==> config.mk <==
export PLATFORM = sky130hd
export DESIGN_NAME = fcd_core
export DESIGN_NICKNAME = d
export VERILOG_FILES = /design/src/common/fcd_pkg.sv /design/src/hw/fcd_edge_sync.sv /design/src/hw/fcd_core.sv
export VERILOG_INCLUDE_DIRS = /design/src /design/src/common
export SDC_FILE = /design/constraint.sdc
export NUM_CORES = 2
export LEC_CHECK = 0
export BUFFER_PORTS_ARGS = -buffer_cell sky130_fd_sc_hd__buf_2
export CORE_UTILIZATION = 45
export DETAILED_ROUTE_END_ITERATION = 16
export REMOVE_ABC_BUFFERS = 1
export SETUP_SLACK_MARGIN = 0.4
export SYNTH_ARGS = -nofsm -noshare
export SYNTH_HDL_FRONTEND = slang
export SYNTH_SLANG_ARGS = --single-unit
==> constraint.sdc <==
create_clock -name ref_clk_in -period 8.8 [get_ports ref_clk_in]
set_clock_uncertainty 0.1 [all_clocks]
set_input_delay 0.88 -clock ref_clk_in [delete_from_list [all_inputs] [get_ports ref_clk_in]]
set_output_delay 0.88 -clock ref_clk_in [all_outputs]
set_load 0.03 [all_outputs]
==> src/common/fcd_params.svh <==
`ifndef FCD_PARAMS_SVH
`define FCD_PARAMS_SVH

// Register window decode
`define FCD_ADDR_W      8
`define FCD_PAGE_LSB    6
`define FCD_CH_LSB      4
`define FCD_REG_LSB     2
`define FCD_REG_SRC     2'h0
`define FCD_REG_DST     2'h1
`define FCD_REG_RLD     2'h2
`define FCD_REG_CTL     2'h3

// Control word fields
`define FCD_CTL_EN      0
`define FCD_CTL_REQ     1
`define FCD_CTL_WORD    2
`define FCD_CTL_RPT     3
`define FCD_CTL_SFWD    4
`define FCD_CTL_DFWD    5
`define FCD_CTL_SWT     6
`define FCD_CTL_CSEL_LO 8
`define FCD_CTL_CSEL_HI 11
`define FCD_CTL_CNT_LO  16
`define FCD_CTL_CNT_HI  31

// Address ranges the channels must never reach
`define FCD_OWN0_LO     20'h00020
`define FCD_OWN0_HI     20'h0003f
`define FCD_OWN1_LO     20'h00180
`define FCD_OWN1_HI     20'h0019f

// Widths and reset values
`define FCD_PER_W       8
`define FCD_RST_PTR     20'h00000
`define FCD_RST_CNT     16'h0000

`endif

==> src/common/fcd_pkg.sv <==
package fcd_pkg;

   typedef enum logic [2:0] {
      ST_IDLE,
      ST_READ,
      ST_CAPT,
      ST_WRITE,
      ST_GAP
   } fcd_state_t;

   typedef struct packed {
      fcd_state_t       st;
      logic [3:0][19:0] src;
      logic [3:0][19:0] dst;
      logic [3:0][19:0] fwd;
      logic [3:0][15:0] rld;
      logic [3:0][15:0] cnt;
      logic [3:0][3:0]  csel;
      logic [3:0]       en;
      logic [3:0]       req;
      logic [3:0]       word;
      logic [3:0]       rpt;
      logic [3:0]       sfwd;
      logic [3:0]       dfwd;
      logic [3:0]       fresh;
      logic [3:0]       done;
      logic [3:0]       irq;
      logic [1:0]       cur;
      logic             hold;
      logic             rd;
      logic             wr;
      logic             wsz;
      logic [19:0]      addr;
      logic [15:0]      wdata;
      logic [31:0]      rdata;
   } fcd_regs_t;

   typedef struct packed {
      logic [2:0] s1;
      logic [2:0] s2;
      logic [2:0] s3;
      logic [2:0] fall;
      logic [2:0] both;
   } fcd_sync_t;

endpackage

==> src/hw/fcd_edge_sync.sv <==
`timescale 1ns/1ps
`default_nettype none

module fcd_edge_sync
   import fcd_pkg::*;
(
   // Clock and reset
   input  wire logic       ref_clk_in,
   input  wire logic       rst_n_in,
   // External pins
   input  wire logic [2:0] ext_irq_in,
   // Edge pulses
   output logic [2:0]      fall_out,
   output logic [2:0]      both_out
);

   fcd_sync_t r;
   fcd_sync_t n;

   always_comb begin
      n = r;
      n.s1 = ext_irq_in;
      n.s2 = r.s1;
      n.s3 = r.s2;
      n.fall = r.s3 & ~r.s2;
      n.both = r.s3 ^ r.s2;
   end

   always_ff @(posedge ref_clk_in) begin
      if (!rst_n_in) begin
         // Pins keep shifting in during reset so release brings no false edge
         r <= '{s1: n.s1, s2: n.s2, s3: n.s3, fall: 3'h0, both: 3'h0};
      end else begin
         r <= n;
      end
   end

   assign fall_out = r.fall;
   assign both_out = r.both;

endmodule

`default_nettype wire

==> src/hw/fcd_core.sv <==
// Overview of operation
// - Four independent channels, each moving data by stealing shared bus cycles.
// - A pending transfer takes the bus ahead of the processor.
// - Each request moves exactly one unit, word or byte per channel.
// - Requests ignore processor interrupt masking; transfers leave interrupt state alone.
// - Each channel selects its request cause from pins, peripherals, software, channels.
// - Simultaneous requests are served channel zero first, then one, two, three.
// - Transfers run variable to fixed, fixed to variable, or fixed to fixed.
// - Channel accesses can never reach the controller's own register ranges.
// - Counter allows up to 65536 units per run.
// - Enabled channel transfers on each request; disabled channel stays inactive.
// - Single mode: counter underflow clears enable and stops the channel.
// - Repeat mode: underflow reloads counter and forward pointer, stays active.
// - Channel interrupt request pulses when its counter underflows, both modes.
// - First transfer after activation loads forward pointer and counter.
// - Forward pointer always writable; fixed pointer writable only while disabled, except a destination whose forward bit is set along with the source's.
// - Registers always readable; enabled forward pointer reads the live address.
// - Requests faster than transfers collapse into one pending bit.
// - Request bit sets on any request, clears before transfer, software clears only.
// - Writing enable one to an active channel restarts it from initial state.
// - After each transfer the processor gets the bus before the next channel.
//
// The address map and the strobed register port are this design's own decisions.
`timescale 1ns/1ps
`default_nettype none
`include "fcd_params.svh"

module fcd_core
   import fcd_pkg::*;
(
   // Clock and reset
   input  wire logic                  ref_clk_in,
   input  wire logic                  rst_n_in,
   // Register port
   input  wire logic [`FCD_ADDR_W-1:0] reg_addr_in,
   input  wire logic [31:0]           reg_wdata_in,
   input  wire logic                  reg_wr_in,
   input  wire logic                  reg_rd_in,
   output logic [31:0]                reg_rdata_out,
   // Request sources
   input  wire logic [2:0]            ext_irq_in,
   input  wire logic [`FCD_PER_W-1:0] periph_req_in,
   // Shared bus
   input  wire logic [15:0]           mem_rdata_in,
   output logic                       cpu_hold_out,
   output logic [19:0]                mem_addr_out,
   output logic                       mem_rd_out,
   output logic                       mem_wr_out,
   output logic                       mem_word_out,
   output logic [15:0]                mem_wdata_out,
   // Channel interrupt requests
   output logic [3:0]                 irq_out
);

   fcd_regs_t  r;
   fcd_regs_t  n;
   logic [2:0] ext_fall;
   logic [2:0] ext_both;
   logic [3:0] trig;
   logic [3:0] elig;
   logic [3:0] sw_trig;
   logic [1:0] sel;
   logic       start;
   logic       fin;
   logic       page_hit;
   logic [1:0] acc_ch;
   logic [1:0] acc_reg;
   logic [19:0] fa;
   logic [19:0] sa;
   logic [19:0] da;

   fcd_edge_sync u_sync (
      .ref_clk_in (ref_clk_in),
      .rst_n_in   (rst_n_in),
      .ext_irq_in (ext_irq_in),
      .fall_out   (ext_fall),
      .both_out   (ext_both)
   );

   function automatic logic fcd_own(input logic [19:0] a);
      fcd_own = (a >= `FCD_OWN0_LO && a <= `FCD_OWN0_HI) ||
                (a >= `FCD_OWN1_LO && a <= `FCD_OWN1_HI);
   endfunction

   function automatic logic fcd_hit(input logic [3:0] cs,
                                    input logic sw,
                                    input logic [2:0] fall,
                                    input logic [2:0] both,
                                    input logic other,
                                    input logic [`FCD_PER_W-1:0] per);
      logic h;
      h = 1'b0;
      if (cs[3]) begin
         h = per[cs[2:0]];
      end else begin
         unique case (cs[2:0])
            3'h0: h = sw;
            3'h1: h = fall[0];
            3'h2: h = fall[1];
            3'h3: h = fall[2];
            3'h4: h = both[0];
            3'h5: h = both[1];
            3'h6: h = both[2];
            3'h7: h = other;
         endcase
      end
      fcd_hit = h;
   endfunction

   assign page_hit = (reg_addr_in[`FCD_ADDR_W-1:`FCD_PAGE_LSB] == 2'h0);
   assign acc_ch   = reg_addr_in[`FCD_CH_LSB+1:`FCD_CH_LSB];
   assign acc_reg  = reg_addr_in[`FCD_REG_LSB+1:`FCD_REG_LSB];

   always_comb begin
      n = r;
      n.irq = 4'h0;
      n.done = 4'h0;
      n.rd = 1'b0;
      n.wr = 1'b0;
      n.rdata = 32'h0;
      sel = 2'h0;
      start = 1'b0;
      fin = 1'b0;
      fa = `FCD_RST_PTR;
      sa = `FCD_RST_PTR;
      da = `FCD_RST_PTR;

      // only enable and request steer a start, no interrupt masking
      elig = r.en & r.req;
      for (int i = 3; i >= 0; i--) begin
         if (elig[i]) begin
            sel = 2'(i);
         end
      end

      unique case (r.st)
         ST_IDLE: begin
            // claim the bus as soon as a channel is due
            if (elig != 4'h0) begin
               start = 1'b1;
               n.cur = sel;
               // request bit drops as the transfer begins
               n.req[sel] = 1'b0;
               fa = r.fwd[sel];
               // first transfer loads pointer and counter
               if (r.fresh[sel]) begin
                  fa = r.sfwd[sel] ? r.src[sel] : r.dst[sel];
                  n.fwd[sel] = fa;
                  n.cnt[sel] = r.rld[sel];
                  n.fresh[sel] = 1'b0;
               end
               // forward side uses the moving pointer, the other stays put
               sa = r.sfwd[sel] ? fa : r.src[sel];
               n.addr = sa;
               // no strobe into the protected windows
               n.rd = !fcd_own(sa);
               // one unit of the channel's size
               n.wsz = r.word[sel];
               n.hold = 1'b1;
               n.st = ST_READ;
            end
         end
         ST_READ: begin
            n.st = ST_CAPT;
         end
         ST_CAPT: begin
            // with both sides marked forward only the source moves
            da = (r.dfwd[r.cur] && !r.sfwd[r.cur]) ? r.fwd[r.cur] : r.dst[r.cur];
            n.addr = da;
            // no strobe into the protected windows
            n.wr = !fcd_own(da);
            n.wdata = r.word[r.cur] ? mem_rdata_in : {8'h00, mem_rdata_in[7:0]};
            n.st = ST_WRITE;
         end
         ST_WRITE: begin
            fin = 1'b1;
            // release the bus for one processor access
            n.hold = 1'b0;
            n.done[r.cur] = 1'b1;
            if (r.sfwd[r.cur] || r.dfwd[r.cur]) begin
               n.fwd[r.cur] = r.fwd[r.cur] + {18'h0, r.word[r.cur], ~r.word[r.cur]};
            end
            // zero count still moves one unit, so 65536 units per run
            if (r.cnt[r.cur] == 16'h0000) begin
               n.irq[r.cur] = 1'b1;
               if (r.rpt[r.cur]) begin
                  // reload on the next transfer, remain enabled
                  n.fresh[r.cur] = 1'b1;
               end else begin
                  n.en[r.cur] = 1'b0;
               end
            end else begin
               n.cnt[r.cur] = r.cnt[r.cur] - 16'h0001;
            end
            n.st = ST_GAP;
         end
         ST_GAP: begin
            n.st = ST_IDLE;
         end
         default: begin
            n.st = ST_IDLE;
         end
      endcase

      // Register writes come after the engine so software wins a same-cycle race
      sw_trig = 4'h0;
      for (int i = 0; i < 4; i++) begin
         if (reg_wr_in && page_hit && acc_ch == 2'(i)) begin
            unique case (acc_reg)
               `FCD_REG_SRC: begin
                  if (r.sfwd[i] || !r.en[i]) begin
                     n.src[i] = reg_wdata_in[19:0];
                  end
               end
               `FCD_REG_DST: begin
                  if (r.dfwd[i] || !r.en[i]) begin
                     n.dst[i] = reg_wdata_in[19:0];
                  end
               end
               `FCD_REG_RLD: begin
                  n.rld[i] = reg_wdata_in[15:0];
               end
               `FCD_REG_CTL: begin
                  n.en[i] = reg_wdata_in[`FCD_CTL_EN];
                  // enable written to one restarts from the initial state
                  if (reg_wdata_in[`FCD_CTL_EN]) begin
                     n.fresh[i] = 1'b1;
                  end
                  n.word[i] = reg_wdata_in[`FCD_CTL_WORD];
                  n.rpt[i] = reg_wdata_in[`FCD_CTL_RPT];
                  n.sfwd[i] = reg_wdata_in[`FCD_CTL_SFWD];
                  n.dfwd[i] = reg_wdata_in[`FCD_CTL_DFWD];
                  n.csel[i] = reg_wdata_in[`FCD_CTL_CSEL_HI:`FCD_CTL_CSEL_LO];
                  // software may clear but never set
                  if (!reg_wdata_in[`FCD_CTL_REQ]) begin
                     n.req[i] = 1'b0;
                  end
                  sw_trig[i] = reg_wdata_in[`FCD_CTL_SWT];
               end
            endcase
         end
      end

      // a request sets the bit whatever the enable, and beats any clear
      for (int i = 0; i < 4; i++) begin
         trig[i] = fcd_hit(r.csel[i], sw_trig[i], ext_fall, ext_both,
                           r.done[(i + 3) % 4], periph_req_in);
         // one pending bit, extra requests merge
         if (trig[i]) begin
            n.req[i] = 1'b1;
         end
      end

      // readable at any time, live pointer while enabled
      if (reg_rd_in && page_hit) begin
         unique case (acc_reg)
            `FCD_REG_SRC: n.rdata = {12'h000, (r.en[acc_ch] && r.sfwd[acc_ch]) ?
                                     r.fwd[acc_ch] : r.src[acc_ch]};
            `FCD_REG_DST: n.rdata = {12'h000, (r.en[acc_ch] && r.dfwd[acc_ch] &&
                                     !r.sfwd[acc_ch]) ? r.fwd[acc_ch] : r.dst[acc_ch]};
            `FCD_REG_RLD: n.rdata = {16'h0000, r.rld[acc_ch]};
            `FCD_REG_CTL: n.rdata = {r.cnt[acc_ch], 4'h0, r.csel[acc_ch], 2'h0,
                                     r.dfwd[acc_ch], r.sfwd[acc_ch], r.rpt[acc_ch],
                                     r.word[acc_ch], r.req[acc_ch], r.en[acc_ch]};
         endcase
      end
   end

   always_ff @(posedge ref_clk_in) begin
      if (!rst_n_in) begin
         r <= '0;
      end else begin
         r <= n;
      end
   end

   assign reg_rdata_out = r.rdata;
   assign cpu_hold_out  = r.hold;
   assign mem_addr_out  = r.addr;
   assign mem_rd_out    = r.rd;
   assign mem_wr_out    = r.wr;
   assign mem_word_out  = r.wsz;
   assign mem_wdata_out = r.wdata;
   assign irq_out       = r.irq;
endmodule

`default_nettype wire

==> impl_metrics.csv <==
group,metric,value,unit
critical_path,endpoint_kind,"register",
synthesis,yosysTopAreaCell,"dfxtp_1",
outcome,status,"finished, final reports clean",
clocking,clk_path_buf_depth,3,
critical_path,slowest_delay,0.77,ns
detailed_routing,drt_iter0_markers,3170,
synthesis,synth_compound_area_share,18.25,%
detailed_routing,drc_errors,0,
sta,period_minus_slack,4.741,ns
detailed_routing,dr.pass1.iters,9,
floorplanning,dieArea,62300,sq um
detailed_routing,routedWlPerCell,27.90,um
synthesis,synth_area_leaders,"dfxtp_1, mux4_2, mux2i_1",
clocking,post-cts-setup-buffers,0,
synthesis,ys_warn_count,0,
critical_path,crit_path_cell_trace,"a222oi_1, a21o_1, buf_4, nand2_1, a21boi_0, a21oi_1, buf_4, a21oi_2, buf_4, o221ai_1, o21ai_0, nor2_1",
grt,grt_first_pass_wirelength,151500,um
floorplanning,start_util,45.62,%
synthesis,synth_fa_ha_area_share,0.3447,%
sta,fin_crit_sh,53.88,%
sta,fmax,0.2109,GHz
cells_and_area,nNetsFinal,2923,
min_path,hp-class,"register to register",
synthesis,syn_area,27590,sq um
critical_path,cp_top_family,"compound AO/OA/AOI/OAI gates",
synthesis,netlist_instances,2937,
clocking,cts_num_sinks,512,
synthesis,synth_xor_area_share,1.016,%
sta,rsz0062_at_grt,"false",
synthesis,async_flop_share,0,%
clocking,tritoncts,"yes",
critical_path,crit_path_frequent_cell,"buf_4",
synthesis,synth_edf_count,0,
cells_and_area,syn2layout_area_growth,8.591,%
critical_path,path_buf_inv,3,
grt,grt_max_degree,173,
floorplanning,row_count,90,
sta,fin_ws,4.059,ns
floorplanning,die_h,249.6,um
clocking,cts_buffers,57,
detailed_routing,postRouteAntennaNets,0,
sta,maxSlewHeadroom,16.06,%
critical_path,worstPathRequired,9.17,ns
sta,max_slew.worst_pin.slew,1.258,ns
grt,grt_overflow,0,
sta,slew_viol_final,0,
floorplanning,io_pins,147,
synthesis,yosysTopAreaCellShare,37.16,%
synthesis,yosysSeqAreaShare,37.16,%
critical_path,path_class,"register to register",
clocking,clk_latency,0.64,ns
sta,setup_viol,0,
synthesis,synth-seq-cells,512,
clocking,path_clk_slew,0.06,ns
critical_path,cp_slowest_cell,"a21oi_2",
place,post-place-ws,4.179,ns
synthesis,synth_top_family_by_area,"multiplexers",
detailed_routing,viasPerCell,6.757,
clocking,hold_buffers,0,
power_and_ir_drop,p_leak,0.01157,uW
grt,antenna_found_initial,5,
sta,tns,0,ns
grt,grt_pass1_vias,23760,
clocking,root_buffer,"clkbuf_16",
floorplanning,core_area,60470,sq um
detailed_routing,vias,24817,
place,place.gp.congestion,0.9225,
cells_and_area,drive_above_1_share,18.44,%
grt,track_usage,32.08,%
run,max_cap_violations,0,
synthesis,synth_ff_type,"dfxtp_1",
sta,final_hold_viol_count,0,
synthesis,avgSynthCellArea,9.392,sq um
synthesis,synth.distinct_cells,67,
place,io_buffers,132,
power_and_ir_drop,report.power.total,4918,uW
critical_path,start_kind,"register",
power_and_ir_drop,p_per_area,164.2,nW/um^2
clocking,htree_levels,2,
floorplanning,fp.dieW,249.6,um
power_and_ir_drop,vdd_drop_max,149.3,uV
critical_path,crit_arrival,5.11,ns
detailed_routing,wl,102500,um
clocking,cts_resized,0,
place,place_hpwl,63740,um
critical_path,critPathMaxFanout,19,
synthesis,synth_simple_gate_area_share,14.00,%
synthesis,synth_mux_area_share,22.81,%
[worst paths after layout]
| path | from | to | slack, ns | depth (start not counted) |
|---|---|---|---|---|
| setup / recovery | r[107] | r[279] | 4.06 | 12 |
| hold / removal | u_sync.n[9] | u_sync.n[6] | 0.23 | 0 |
| setup reg to reg | r[107] | r[279] | 4.06 | 12 |
| hold reg to reg | u_sync.n[9] | u_sync.n[6] | 0.23 | 0 |
[registers in the layout, summed over array words and instances (netlist names), 3 cells and up]
| signal | cells |
|---|---|
| mem_wdata_out | 16 |
| irq_out | 4 |
| u_sync.r | 3 |
| r | 421 |
| reg_rdata_out | 32 |
| u_sync.both_out | 3 |
| u_sync.fall_out | 3 |
| u_sync.n | 6 |
| mem_addr_out | 20 |
[where the power goes]
part           internal (uW)  switching (uW)
sequential              2330            8.02
clock                   1360            1030
combinational           53.8             137
[through the flow]
stage | std cells | hold WS, ns | utilization, % | area [sq um]
floorplan | 2593 | 0.2096 | - | 25870
global route | 3673 | 0.2323 | 49.54 | 29960
finish | 3673 | 0.2258 | 49.54 | 29960
detailed placement | 3568 | 0.2121 | 46.46 | 28090
CTS | 3672 | 0.2259 | 49.53 | 29950
global placement | 3568 | 0.2119 | 46.46 | 28090
[worst register-to-register path: cells and delay by family, from the launching register on]
kind | cells | cell delay [ns]
AO/OA/AOI/OAI | 7 | 2.81
flip-flops | 1 | 0.43
AND/OR/NAND/NOR | 2 | 0.17
buffers and inverters | 3 | 1.06
[cell usage in the layout (no fill, tap or decap), types with 64 or more instances in the layout]
cell	netlist	final
nor2_1	376	371
mux4_2	181	181
dfxtp_1	512	510
mux2i_1	200	200
o211a_1	64	64
o221ai_1	130	130
nand2_1	378	378
o21ai_0	95	94
a21oi_1	224	219
buf_2	27	129
[area by class of cell]
class	instances	area (sq um)
Multi-Input combinational cell	2066	15660
Tap cell	782	978.4
Inverter	15	63.81
Sequential cell	512	10260
Clock buffer	78	1647
Clock inverter	26	212.7
Antenna cell	1	2.502
Fill cell	5603	30520
Timing Repair Buffer	193	1130
[routing by layer]
metal	up-vias	routed length, um	global-route usage [%]
li1	10638	-	-
met1	12307	39960	41.25
met2	1561	46680	50.69
met3	305	11340	8.208
met4	6	4449	14.46
met5	-	29	0
[synth_stat cells, drive strengths merged, types with 24 or more instances]
cell / n
a21oi: 228
o221ai: 130
buf: 142
nor2: 376
a222oi: 35
nand2: 379
o21ai: 96
clkbuf: 202
mux2i: 200
mux4: 181
o22ai: 24
nand3: 25
o211a: 64
a211oi: 32
dfxtp: 512
[cells by family (layout without fill, tap and decap cells)]
kind of cell / count (synthesis) / in the layout
AO/OA/AOI/OAI: 708 / 708
adder cells (fa/ha/maj): 7 / 7
AND/OR/NAND/NOR: 919 / 919
XOR/XNOR: 32 / 32
other: 0 / 1
buffers and inverters: 359 / 312
multiplexers: 400 / 400
flip-flops: 512 / 512
Note: power is estimated with default switching activity, not from simulation.
